**src/design/buck_regs_pkg.sv**
```systemverilog
// constants for the step-down and buck-boost control register slice
package buck_regs_pkg;
  localparam logic [7:0] primary_stepdown_addr = 8'h05;
  localparam logic [7:0] secondary_stepdown_addr = 8'h06;
  localparam logic [7:0] buck_boost_addr = 8'h07;
  localparam int enable_bit = 6;
  localparam int force_pwm_bit = 5;
  localparam int bb_force_pwm_bit = 6;
  localparam int bb_enable_bit = 5;
  localparam int vsel_msb = 4;
  localparam int stored_msb = 6;
  localparam int reserved_bit = 7;
  localparam logic [4:0] vsel_external = 5'h00;
  localparam logic [4:0] vsel_zero = 5'h00;
  localparam logic [7:0] read_zero = 8'h00;
endpackage : buck_regs_pkg

```
**src/design/reg_decode.sv**
```systemverilog
// field unpacking for one converter control register
`timescale 1ns/1ps
`default_nettype none
module reg_decode (
  input wire logic [7:0] value_in,
  input wire logic bb_layout_in,
  output logic enable_field_out,
  output logic pwm_field_out,
  output logic [4:0] vsel_out
);
  always_comb begin
    vsel_out = value_in[buck_regs_pkg::vsel_msb:0];
    if (bb_layout_in) begin
      enable_field_out = value_in[buck_regs_pkg::bb_enable_bit]; // [RULE10]
      pwm_field_out = value_in[buck_regs_pkg::bb_force_pwm_bit]; // [RULE10]
    end else begin
      enable_field_out = value_in[buck_regs_pkg::enable_bit];
      pwm_field_out = value_in[buck_regs_pkg::force_pwm_bit]; // [RULE13]
    end
  end
endmodule : reg_decode
`default_nettype wire

```
**src/design/buck_regulator_control_regs.sv**
```systemverilog
// control register bank for two step-down converters and the buck-boost
`timescale 1ns/1ps
`default_nettype none
////////////////////////////////////////////////////////////////////////////////
// Function
// [RULE1] primary register at 0x05; enable and pwm reset 0, voltage from factory default
// [RULE2] secondary register: bit 7 reads 0; bits 6..0 read/write
// [RULE3] secondary bit 6 enables; bit 5 zero is auto mode; code 0 external
// [RULE4] secondary codes 1..15 give 1.80..3.20 V, upper-bit codes 3.30 V
// [RULE5] secondary register at 0x06 resets enabled, pwm 0, voltage factory default
// [RULE6] host writes buck-boost voltage before setting its enable bit
// [RULE7] buck-boost held off while its voltage code is zero
// [RULE8] buck-boost register at 0x07 resets enabled, pwm clear
// [RULE9] buck-boost voltage resets to factory default code
// [RULE10] buck-boost: bit 7 reserved 0, bit 6 pwm, bit 5 enable, bits 4..0 voltage
// [RULE11] buck-boost codes 1..31 span 1.80..3.30 V; code 0 disabled
// [RULE12] primary on if bit 6 set, else follows external enable pin
// [RULE13] bit 5 forces pwm, else automatic pwm/pfm selection
module buck_regulator_control_regs #(
  parameter logic [4:0] primary_default_vsel = 5'h01,
  parameter logic [4:0] secondary_default_vsel = 5'h01,
  parameter logic [4:0] bb_default_vsel = 5'h1f
) (
  input wire logic clk_in,
  input wire logic rst_n_in,
  input wire logic primary_stepdown_enable_pin_in,
  input wire logic [7:0] reg_addr_in,
  input wire logic reg_write_in,
  input wire logic [7:0] reg_wdata_in,
  input wire logic reg_read_in,
  output logic [7:0] reg_rdata_out,
  output logic primary_stepdown_on_out,
  output logic primary_stepdown_pwm_out,
  output logic [4:0] primary_stepdown_vsel_out,
  output logic secondary_stepdown_on_out,
  output logic secondary_stepdown_pwm_out,
  output logic [4:0] secondary_stepdown_vsel_out,
  output logic buck_boost_on_out,
  output logic buck_boost_pwm_out,
  output logic [4:0] buck_boost_vsel_out
);
  typedef struct packed {
    logic pin_meta;
    logic pin_sync;
    logic [6:0] primary;
    logic [6:0] secondary;
    logic [6:0] bb;
    logic [7:0] rdata;
    logic p_on;
    logic p_pwm;
    logic [4:0] p_vsel;
    logic s_on;
    logic s_pwm;
    logic [4:0] s_vsel;
    logic b_on;
    logic b_pwm;
    logic [4:0] b_vsel;
  } state_t;

  state_t state_reg;
  state_t state_next;
  logic p_en;
  logic p_pwm;
  logic s_en;
  logic s_pwm;
  logic b_en;
  logic b_pwm;
  logic [4:0] p_v;
  logic [4:0] s_v;
  logic [4:0] b_v;

  ////////////////////////////////////////////////////////////////////////////////
  reg_decode u_p (.value_in({1'b0, state_reg.primary}), .bb_layout_in(1'b0),
    .enable_field_out(p_en), .pwm_field_out(p_pwm), .vsel_out(p_v));
  reg_decode u_s (.value_in({1'b0, state_reg.secondary}), .bb_layout_in(1'b0),
    .enable_field_out(s_en), .pwm_field_out(s_pwm), .vsel_out(s_v));
  reg_decode u_b (.value_in({1'b0, state_reg.bb}), .bb_layout_in(1'b1),
    .enable_field_out(b_en), .pwm_field_out(b_pwm), .vsel_out(b_v));

  ////////////////////////////////////////////////////////////////////////////////
  // overlapping fields would let one written bit steer two controls
  if (buck_regs_pkg::bb_enable_bit == buck_regs_pkg::bb_force_pwm_bit
      || buck_regs_pkg::vsel_msb >= buck_regs_pkg::force_pwm_bit) begin : g_layout_check
    $error("control bits overlap in the register layout");
  end
  // a zero default would keep the buck-boost off after power-up
  if (bb_default_vsel == buck_regs_pkg::vsel_zero) begin : g_bb_default_check
    $error("buck-boost default code must not be zero");
  end

  ////////////////////////////////////////////////////////////////////////////////
  always_comb begin
    state_next = state_reg;
    state_next.pin_meta = primary_stepdown_enable_pin_in;
    state_next.pin_sync = state_reg.pin_meta;
    // bit 7 is not stored, so it always reads back 0
    if (reg_write_in && reg_addr_in == buck_regs_pkg::primary_stepdown_addr) begin
      state_next.primary = reg_wdata_in[buck_regs_pkg::stored_msb:0];
    end else if (reg_write_in && reg_addr_in == buck_regs_pkg::secondary_stepdown_addr) begin
      state_next.secondary = reg_wdata_in[buck_regs_pkg::stored_msb:0]; // [RULE2]
    end else if (reg_write_in && reg_addr_in == buck_regs_pkg::buck_boost_addr) begin
      state_next.bb = reg_wdata_in[buck_regs_pkg::stored_msb:0]; // [RULE10]
    end
    if (reg_read_in && reg_addr_in == buck_regs_pkg::primary_stepdown_addr) begin
      state_next.rdata = {1'b0, state_reg.primary};
    end else if (reg_read_in && reg_addr_in == buck_regs_pkg::secondary_stepdown_addr) begin
      state_next.rdata = {1'b0, state_reg.secondary}; // [RULE2]
    end else if (reg_read_in && reg_addr_in == buck_regs_pkg::buck_boost_addr) begin
      state_next.rdata = {1'b0, state_reg.bb};
    end else if (reg_read_in) begin
      state_next.rdata = buck_regs_pkg::read_zero;
    end
    state_next.p_on = p_en | state_reg.pin_sync; // [RULE12]
    state_next.p_pwm = p_pwm; // [RULE13]
    state_next.p_vsel = p_v;
    state_next.s_on = s_en; // [RULE3]
    state_next.s_pwm = s_pwm; // [RULE13]
    // code 0 means external control; decoding to volts lives in the analog stage
    state_next.s_vsel = s_v; // [RULE4]
    // a zero code wins over the enable bit, so a careless host cannot start it at 0 V
    state_next.b_on = b_en && (b_v != buck_regs_pkg::vsel_zero); // [RULE7]
    state_next.b_pwm = b_pwm;
    state_next.b_vsel = b_v; // [RULE11]
    if (!rst_n_in) begin
      state_next = '0;
      state_next.primary[buck_regs_pkg::vsel_msb:0] = primary_default_vsel; // [RULE1]
      state_next.secondary[buck_regs_pkg::vsel_msb:0] = secondary_default_vsel; // [RULE5]
      state_next.secondary[buck_regs_pkg::enable_bit] = 1'b1; // [RULE5]
      state_next.bb[buck_regs_pkg::vsel_msb:0] = bb_default_vsel; // [RULE9]
      state_next.bb[buck_regs_pkg::bb_enable_bit] = 1'b1; // [RULE8]
    end
  end

  always_ff @(posedge clk_in) begin
    state_reg <= state_next;
  end

  assign reg_rdata_out = state_reg.rdata;
  assign primary_stepdown_on_out = state_reg.p_on;
  assign primary_stepdown_pwm_out = state_reg.p_pwm;
  assign primary_stepdown_vsel_out = state_reg.p_vsel;
  assign secondary_stepdown_on_out = state_reg.s_on;
  assign secondary_stepdown_pwm_out = state_reg.s_pwm;
  assign secondary_stepdown_vsel_out = state_reg.s_vsel;
  assign buck_boost_on_out = state_reg.b_on;
  assign buck_boost_pwm_out = state_reg.b_pwm;
  assign buck_boost_vsel_out = state_reg.b_vsel;

  ////////////////////////////////////////////////////////////////////////////////
  a_bb_zero_off: assert property (@(posedge clk_in) disable iff (!rst_n_in) // [RULE7]
    $past(rst_n_in) && state_reg.bb[buck_regs_pkg::vsel_msb:0] == buck_regs_pkg::vsel_zero |=> !buck_boost_on_out)
    else $error("buck-boost on with zero code");
  a_bb_on_follow: assert property (@(posedge clk_in) disable iff (!rst_n_in) // [RULE10]
    $past(rst_n_in) && state_reg.bb[buck_regs_pkg::bb_enable_bit]
    && state_reg.bb[buck_regs_pkg::vsel_msb:0] != buck_regs_pkg::vsel_zero |=> buck_boost_on_out)
    else $error("buck-boost not on");
  a_p_pin_enable: assert property (@(posedge clk_in) disable iff (!rst_n_in) // [RULE12]
    $past(rst_n_in) && state_reg.pin_sync |=> primary_stepdown_on_out)
    else $error("primary ignores pin");
  a_p_off: assert property (@(posedge clk_in) disable iff (!rst_n_in) // [RULE12]
    $past(rst_n_in) && !state_reg.pin_sync && !state_reg.primary[buck_regs_pkg::enable_bit]
    |=> !primary_stepdown_on_out)
    else $error("primary on while disabled");
  a_s_write_rd: assert property (@(posedge clk_in) disable iff (!rst_n_in) // [RULE2]
    reg_write_in && reg_addr_in == buck_regs_pkg::secondary_stepdown_addr
    ##1 reg_read_in && reg_addr_in == buck_regs_pkg::secondary_stepdown_addr && !reg_write_in
    |=> reg_rdata_out == {1'b0, $past(reg_wdata_in[buck_regs_pkg::stored_msb:0], 2)})
    else $error("secondary readback wrong");
  a_rd_top_zero: assert property (@(posedge clk_in) disable iff (!rst_n_in) // [RULE10]
    reg_read_in |=> reg_rdata_out[buck_regs_pkg::reserved_bit] == 1'b0)
    else $error("reserved bit reads one");
  a_reset_vals: assert property (@(posedge clk_in) // [RULE5]
    !rst_n_in |=> state_reg.secondary[buck_regs_pkg::enable_bit]
    && !state_reg.secondary[buck_regs_pkg::force_pwm_bit]
    && state_reg.bb[buck_regs_pkg::bb_enable_bit] && !state_reg.bb[buck_regs_pkg::bb_force_pwm_bit]
    && !state_reg.primary[buck_regs_pkg::enable_bit] && !state_reg.primary[buck_regs_pkg::force_pwm_bit])
    else $error("reset values wrong");
  a_s_pwm: assert property (@(posedge clk_in) disable iff (!rst_n_in) // [RULE13]
    $past(rst_n_in) |=> secondary_stepdown_pwm_out == $past(state_reg.secondary[buck_regs_pkg::force_pwm_bit]))
    else $error("secondary pwm wrong");

  a_s_on_follow: assert property (@(posedge clk_in) disable iff (!rst_n_in) // [RULE3]
    $past(rst_n_in) |=> secondary_stepdown_on_out == $past(state_reg.secondary[buck_regs_pkg::enable_bit]))
    else $error("secondary enable wrong");

  a_s_off: assert property (@(posedge clk_in) disable iff (!rst_n_in) // [RULE3]
    $past(rst_n_in) && !state_reg.secondary[buck_regs_pkg::enable_bit] |=> !secondary_stepdown_on_out)
    else $error("secondary on while disabled");

  // the code is passed on raw; volts are chosen in the analog stage
  a_s_vsel_follow: assert property (@(posedge clk_in) disable iff (!rst_n_in) // [RULE4]
    $past(rst_n_in) |=> secondary_stepdown_vsel_out == $past(state_reg.secondary[buck_regs_pkg::vsel_msb:0]))
    else $error("secondary code wrong");

  a_bb_pwm_follow: assert property (@(posedge clk_in) disable iff (!rst_n_in) // [RULE10]
    $past(rst_n_in) |=> buck_boost_pwm_out == $past(state_reg.bb[buck_regs_pkg::bb_force_pwm_bit]))
    else $error("buck-boost pwm wrong");

  a_bb_vsel_follow: assert property (@(posedge clk_in) disable iff (!rst_n_in) // [RULE11]
    $past(rst_n_in) |=> buck_boost_vsel_out == $past(state_reg.bb[buck_regs_pkg::vsel_msb:0]))
    else $error("buck-boost code wrong");

  a_p_pwm_follow: assert property (@(posedge clk_in) disable iff (!rst_n_in) // [RULE13]
    $past(rst_n_in) |=> primary_stepdown_pwm_out == $past(state_reg.primary[buck_regs_pkg::force_pwm_bit]))
    else $error("primary pwm wrong");

  a_p_vsel_follow: assert property (@(posedge clk_in) disable iff (!rst_n_in) // [RULE1]
    $past(rst_n_in) |=> primary_stepdown_vsel_out == $past(state_reg.primary[buck_regs_pkg::vsel_msb:0]))
    else $error("primary code wrong");

  a_p_reg_enable: assert property (@(posedge clk_in) disable iff (!rst_n_in) // [RULE12]
    $past(rst_n_in) && state_reg.primary[buck_regs_pkg::enable_bit] |=> primary_stepdown_on_out)
    else $error("primary ignores enable bit");

  a_unmapped_rd: assert property (@(posedge clk_in) disable iff (!rst_n_in) // [RULE2]
    reg_read_in && reg_addr_in != buck_regs_pkg::primary_stepdown_addr
    && reg_addr_in != buck_regs_pkg::secondary_stepdown_addr && reg_addr_in != buck_regs_pkg::buck_boost_addr
    |=> reg_rdata_out == buck_regs_pkg::read_zero)
    else $error("unmapped read not zero");

  // read data must stand until the next read so a slow host can still take it
  a_rdata_hold: assert property (@(posedge clk_in) disable iff (!rst_n_in) // [RULE2]
    $past(rst_n_in) && !reg_read_in |=> $stable(reg_rdata_out))
    else $error("read data changed without a read");

  a_reset_codes: assert property (@(posedge clk_in) // [RULE9]
    !rst_n_in |=> state_reg.primary[buck_regs_pkg::vsel_msb:0] == primary_default_vsel
    && state_reg.secondary[buck_regs_pkg::vsel_msb:0] == secondary_default_vsel
    && state_reg.bb[buck_regs_pkg::vsel_msb:0] == bb_default_vsel)
    else $error("reset codes wrong");
endmodule : buck_regulator_control_regs
`default_nettype wire

```
**config.mk**
```make
export PLATFORM = sky130hd
export DESIGN_NAME = buck_regulator_control_regs
export DESIGN_NICKNAME = d
export VERILOG_FILES = /design/src/design/buck_regs_pkg.sv /design/src/design/reg_decode.sv /design/src/design/buck_regulator_control_regs.sv
export SDC_FILE = /design/constraint.sdc
export NUM_CORES = 1
export LEC_CHECK = 0
export BUFFER_PORTS_ARGS = -buffer_cell sky130_fd_sc_hd__clkbuf_2
export CAP_MARGIN = 20
export CORE_MARGIN = 2
export CORE_UTILIZATION = 45
export DETAILED_ROUTE_END_ITERATION = 6
export PLACE_DENSITY = 0.83
export SLEW_MARGIN = 10
export SYNTH_ARGS = -nofsm -noshare
export SYNTH_HDL_FRONTEND = slang
export SYNTH_SLANG_ARGS = --single-unit
```
**constraint.sdc**
```tcl
create_clock -name clk_in -period 0.97 [get_ports clk_in]
set_input_delay 0.0485 -clock clk_in [delete_from_list [all_inputs] [get_ports clk_in]]
set_output_delay 0.0485 -clock clk_in [all_outputs]
set_load 0.01 [all_outputs]
```
=== After elaboration in Yosys (flattened, before gate mapping) ===
Cells that the tools add are included.

* Register bits: 51
* Bits in latches: 0
* Memory bits (writable): 0
* ROM bits: 0
* Bits of input ports: 21
* Output and inout port bits: 29
* Logic and storage cells: 36
* Memories kept: 0

* $add $sub $neg: 0
* Multipliers: 0
* Div/mod/pow operators: 0
* $lt $le $gt $ge: 0
* Eq/ne operators: 3
* Shift operators: 0
* Mux-type cells: 4
* Bitwise gates (word level): 3
* Reductions and logical operators: 11

{| class="wikitable"
|+ Operators with widths
! operator !! number
|-
| $mux 7 || 4
|-
| $eq 8x3->1 const B || 3
|-
| $logic_and 1x1->1 || 7
|-
| $reduce_bool 5->1 || 1
|-
| $reduce_bool 4->1 || 1
|-
| $reduce_and 3->1 || 1
|-
| $not 1->1 || 2
|-
| $reduce_and 2->1 || 1
|-
| $or 1x1->1 || 1
|}

=== Longest topological paths before layout ===
* Depth after elaboration: 5
* Mapped depth: 5
* Depth with buffers taken out: 3

=== By module ===
From an unflattened synthesis, not the netlist that was laid out.

* Cells, all modules: 241
* Area, all modules: 2307.2 um2

{| class="wikitable"
|+ Modules (own cells, without submodules)
! module !! instances !! cells an instance !! area an instance (um2) !! sequential area each (um2)
|-
| buck_regulator_control_regs || 1 || 220 || 2127.0 || 1021.0
|-
| reg_decode || 3 || 7 || 60.1 || 0.0
|}

=== Worst setup path before layout ===
OpenSTA, ideal clock, no wires.

* Path type: flip-flop to flip-flop
* Start point: register state_reg[29] (netlist name)
* End point: register state_reg, in the netlist buck_boost_on_out
* Library setup time: 0.122 ns
* Arrival: 0.922 ns
* Data required time: 0.848 ns
* Slack: -0.074 ns
* Stages on the path, launching flop included: 3
* Path buffers: 0
* Period minus slack after synthesis: 1.044 ns
* Cells stage by stage: dfxtp_1 or3_1 o311a_1

* Word-level cells in the longest chain between the ends: 2

{| class="wikitable"
|+ Ends and longest elaborated chain
! what !! RTL line !! RTL
|-
| from (decl) || buck_regulator_control_regs.sv:60 || <nowiki>state_t state_reg;</nowiki>
|-
| from (signal assigned) || buck_regulator_control_regs.sv:135 || <nowiki>state_reg <= state_next;</nowiki>
|-
| $reduce_bool 5->1 || buck_regulator_control_regs.sv:121 || <nowiki>state_next.b_on = b_en && (b_v != buck_regs_pkg::vsel_zero);</nowiki>
|-
| $logic_and 1x1->1 || buck_regulator_control_regs.sv:121 ||
|}

No other way between the ends.
A chain may end at the register's enable or synchronous reset.

=== Worst setup path after layout ===
* Start point: register state_reg[30] (netlist name)
* End point: register state_reg, in the netlist buck_boost_on_out

The elaborated chain is that of the path after synthesis.

==> results.md <==
- Synth Register Bits: a little over 50
- Clk sink count: 51
- Setup crit end kind: register
- Yosys warns: 0
- Non-Filler Instances: 298
- Post-Syn Nets: 223
- Wirelength per Cell: approximately 13 µm
- EDFF count, synth: 0
- Detailed-placement wirelength estimate: between 3 and 4 mm
- CTS tree: built
- Worst setup margin: -102 ps
- Top-count cell post-synth: dfxtp_1
- Max Slew Vio Count: 0
- Antenna viol nets, final: 0
- Hold Violations, Final: 0
- P&R area growth vs syn: 18.9%
- CP Class: register to register
- CP max FO: 3
- Die area: roughly 5200 µm²
- DRT iter0 DRCs: 58
- R2r endpoint: buck_boost_on_out
- Fin nets: between 200 and 300
- CP arrival: between 1000 and 1500 ps
- Die Wd: slightly above 70 µm
- Leak: 1.18 nW
- Vias: between 1000 and 1500
- Worst hold path class: input pin to register
- Core Area: between 4000 and 5000 µm²
- Final worst-path cycle share: 110%
- Cell variety after synth: 24
- Clock root cell: clkbuf_8
- Starting density of the core: between 40% and 50%
- Fin area: around 2500 µm²
- WP data required: 1160 ps
- Main synth FF type: dfxtp_1
- Hold_ws: 15.1 ps
- Htree depth: 2
- Reg clk slew, reported paths: approximately 80 ps
- Global route overflow: 0
- Initial antenna violation count: 0
- Routed wire length: 3.97 mm
- Synth Instances: 202
- Synth top area share: between 40% and 50%
- Vias in the first global route: approximately 1400
- Share of layout cells above drive strength 1: between 30% and 40%
- Area after DPL: ~2300 µm²
- Fillers: 398
- Critical R2R Launch: state_reg[30]
- Power Density: 1430 nW/µm²
- Most common library cells after synthesis: 51 x dfxtp_1, 25 x buf_4, 21 x mux2i_1
- # setup viols final: 2
- Sequential area share after synthesis: 49.2%
- Post-Syn Area per Cell: around 10 µm²
- Maximum clock rate: a little over 900 MHz
- Clock buffer depth: 2
- Minimum clock period: roughly 1100 ps
- R2R depth: 2
- Worst setup path endpoint: buck_boost_on_out
- Largest area contributor in the netlist: dfxtp_1
- Number of CTS-inserted buffers: 5
- Synthesized area: around 2100 µm²
- Global-route usage over all layers: about 17%
- Status: complete, but fails checks
- Max-cap violation count: 0
- Clock Skew: about 5.7 ps
- Maximum vdd drop: about 0.73 mV
- Worst Setup Start Kind: register
- CP startpoint: state_reg[30]
- Pre-antenna DRT Iters: 4
- Row cnt: 24
- Largest net degree at the start of global routing: 22
- I/O Buffers: 47
- First-pass GRT wire length: approximately 6.6 mm
- RSZ-0062 raised after global routing: yes
- Top cells by area, synth: dfxtp_1 49%, mux2i_1 10%, buf_4 9.0%
- DRC: 0
- Failing checks: setup timing
- Flop2flop setup slack: -100 ps
- Post-Place Cells: about 290
- Post-synth ARST share: 0%
- Vias per inst: between 4 and 5
- Die Ht: 71.9 µm
- # IOs: 50
- Total negative slack: -130 ps
- Number of flip-flops in the largest register: 23
- GPL Wtd Cong: between 0.8 and 0.9
- Antenna Cells: 0
- Clk_lat worst skew: approximately 300 ps
-- through the flow --
stage	setup WS, ps	utilization [%]	power (mW)
global route	-158	56.3	3.66
CTS	-114	55.6	3.54
finish	-102	56.3	3.52
floorplan	-73.8	-	2.34
global placement	-197	53.5	2.44
detailed placement	-261	53.5	2.45
-- what timing repair did --
item / in CTS / in global routing
gates resized for setup: 4 / 11
hold buffers: 1 / 0
pin swaps: 0 / 0
buffers inserted: 0 / 0
hold endpoints to repair: 1 / 0
setup endpoints to repair: 2 / 8
-- power by group --
part           total (mW)  switching, mW  internal, mW
sequential           2.13        0.00682          2.12
combinational       0.284          0.138         0.146
clock                1.11          0.632         0.482
total                3.52          0.777          2.75
-- worst max-delay path: stages, from the launching register on --
cell     delay, ps
dfxtp_2        340
or3_1          330
o311a_1        300
-- area by class of cell --
type | count | area, µm² | area share (%)
Inverter | 11 | 41.3 | 1.67
Sequential cell | 51 | 1020 | 41.5
Timing Repair Buffer | 72 | 450 | 18.2
Multi-Input combinational cell | 106 | 815 | 33.0
Clock buffer | 6 | 72.6 | 2.94
Tap cell | 52 | 65.1 | 2.64
-- worst min-delay path by stage --
stage	from	endpoint	depth (start not counted)
6_report	reg_wdata_in[5]	state_reg[41]	3
5_1_grt	reg_wdata_in[5]	state_reg[48]	3
4_1_cts	reg_wdata_in[5]	state_reg[41]	3
3_5_place_dp	primary_stepdown_enable_pin_in	state_reg[51]	2
3_3_place_gp	primary_stepdown_enable_pin_in	state_reg[51]	2
2_1_floorplan	primary_stepdown_enable_pin_in	state_reg[51]	1
-- per-layer routing --
layer / up-vias / GRT usage [%] / routed length (µm)
met4: 0 / 5.87 / 53
met5: - / 0 / 0
met1: 677 / 19.5 / 1710
met2: 37 / 29.2 / 2000
li1: 725 / - / -
met3: 5 / 4.86 / 202
-- placed cells by master (no fill, tap or decap), types with 2 or more instances in the layout --
| cell type | Yosys | routed |
|---|---|---|
| and2_1 | 10 | 10 |
| dfxtp_1 | 51 | 48 |
| inv_1 | 11 | 11 |
| a22oi_2 | 0 | 7 |
| buf_4 | 25 | 22 |
| mux2i_1 | 21 | 21 |
| o21ai_1 | 0 | 4 |
| and3_1 | 3 | 3 |
| buf_12 | 0 | 2 |
| nand2_1 | 18 | 18 |
| nor2b_1 | 17 | 17 |
| nand3b_1 | 7 | 7 |
| mux2_2 | 7 | 6 |
| clkbuf_8 | 0 | 5 |
| dfxtp_2 | 0 | 3 |
| o21ai_0 | 7 | 3 |
| clkbuf_2 | 0 | 47 |
-- cells by family (layout without fill, tap and decap cells) --
group | Yosys count | in the layout | synth area share (%)
mux | 28 | 28 | 13.9
flops | 51 | 51 | 49.2
compound gates | 16 | 16 | 5.06
buf+inv | 45 | 89 | 13.4
other cells | 1 | 1 | 0.181
simple gates | 61 | 61 | 18.2
No activity file was read; power rests on OpenSTA's default activity.
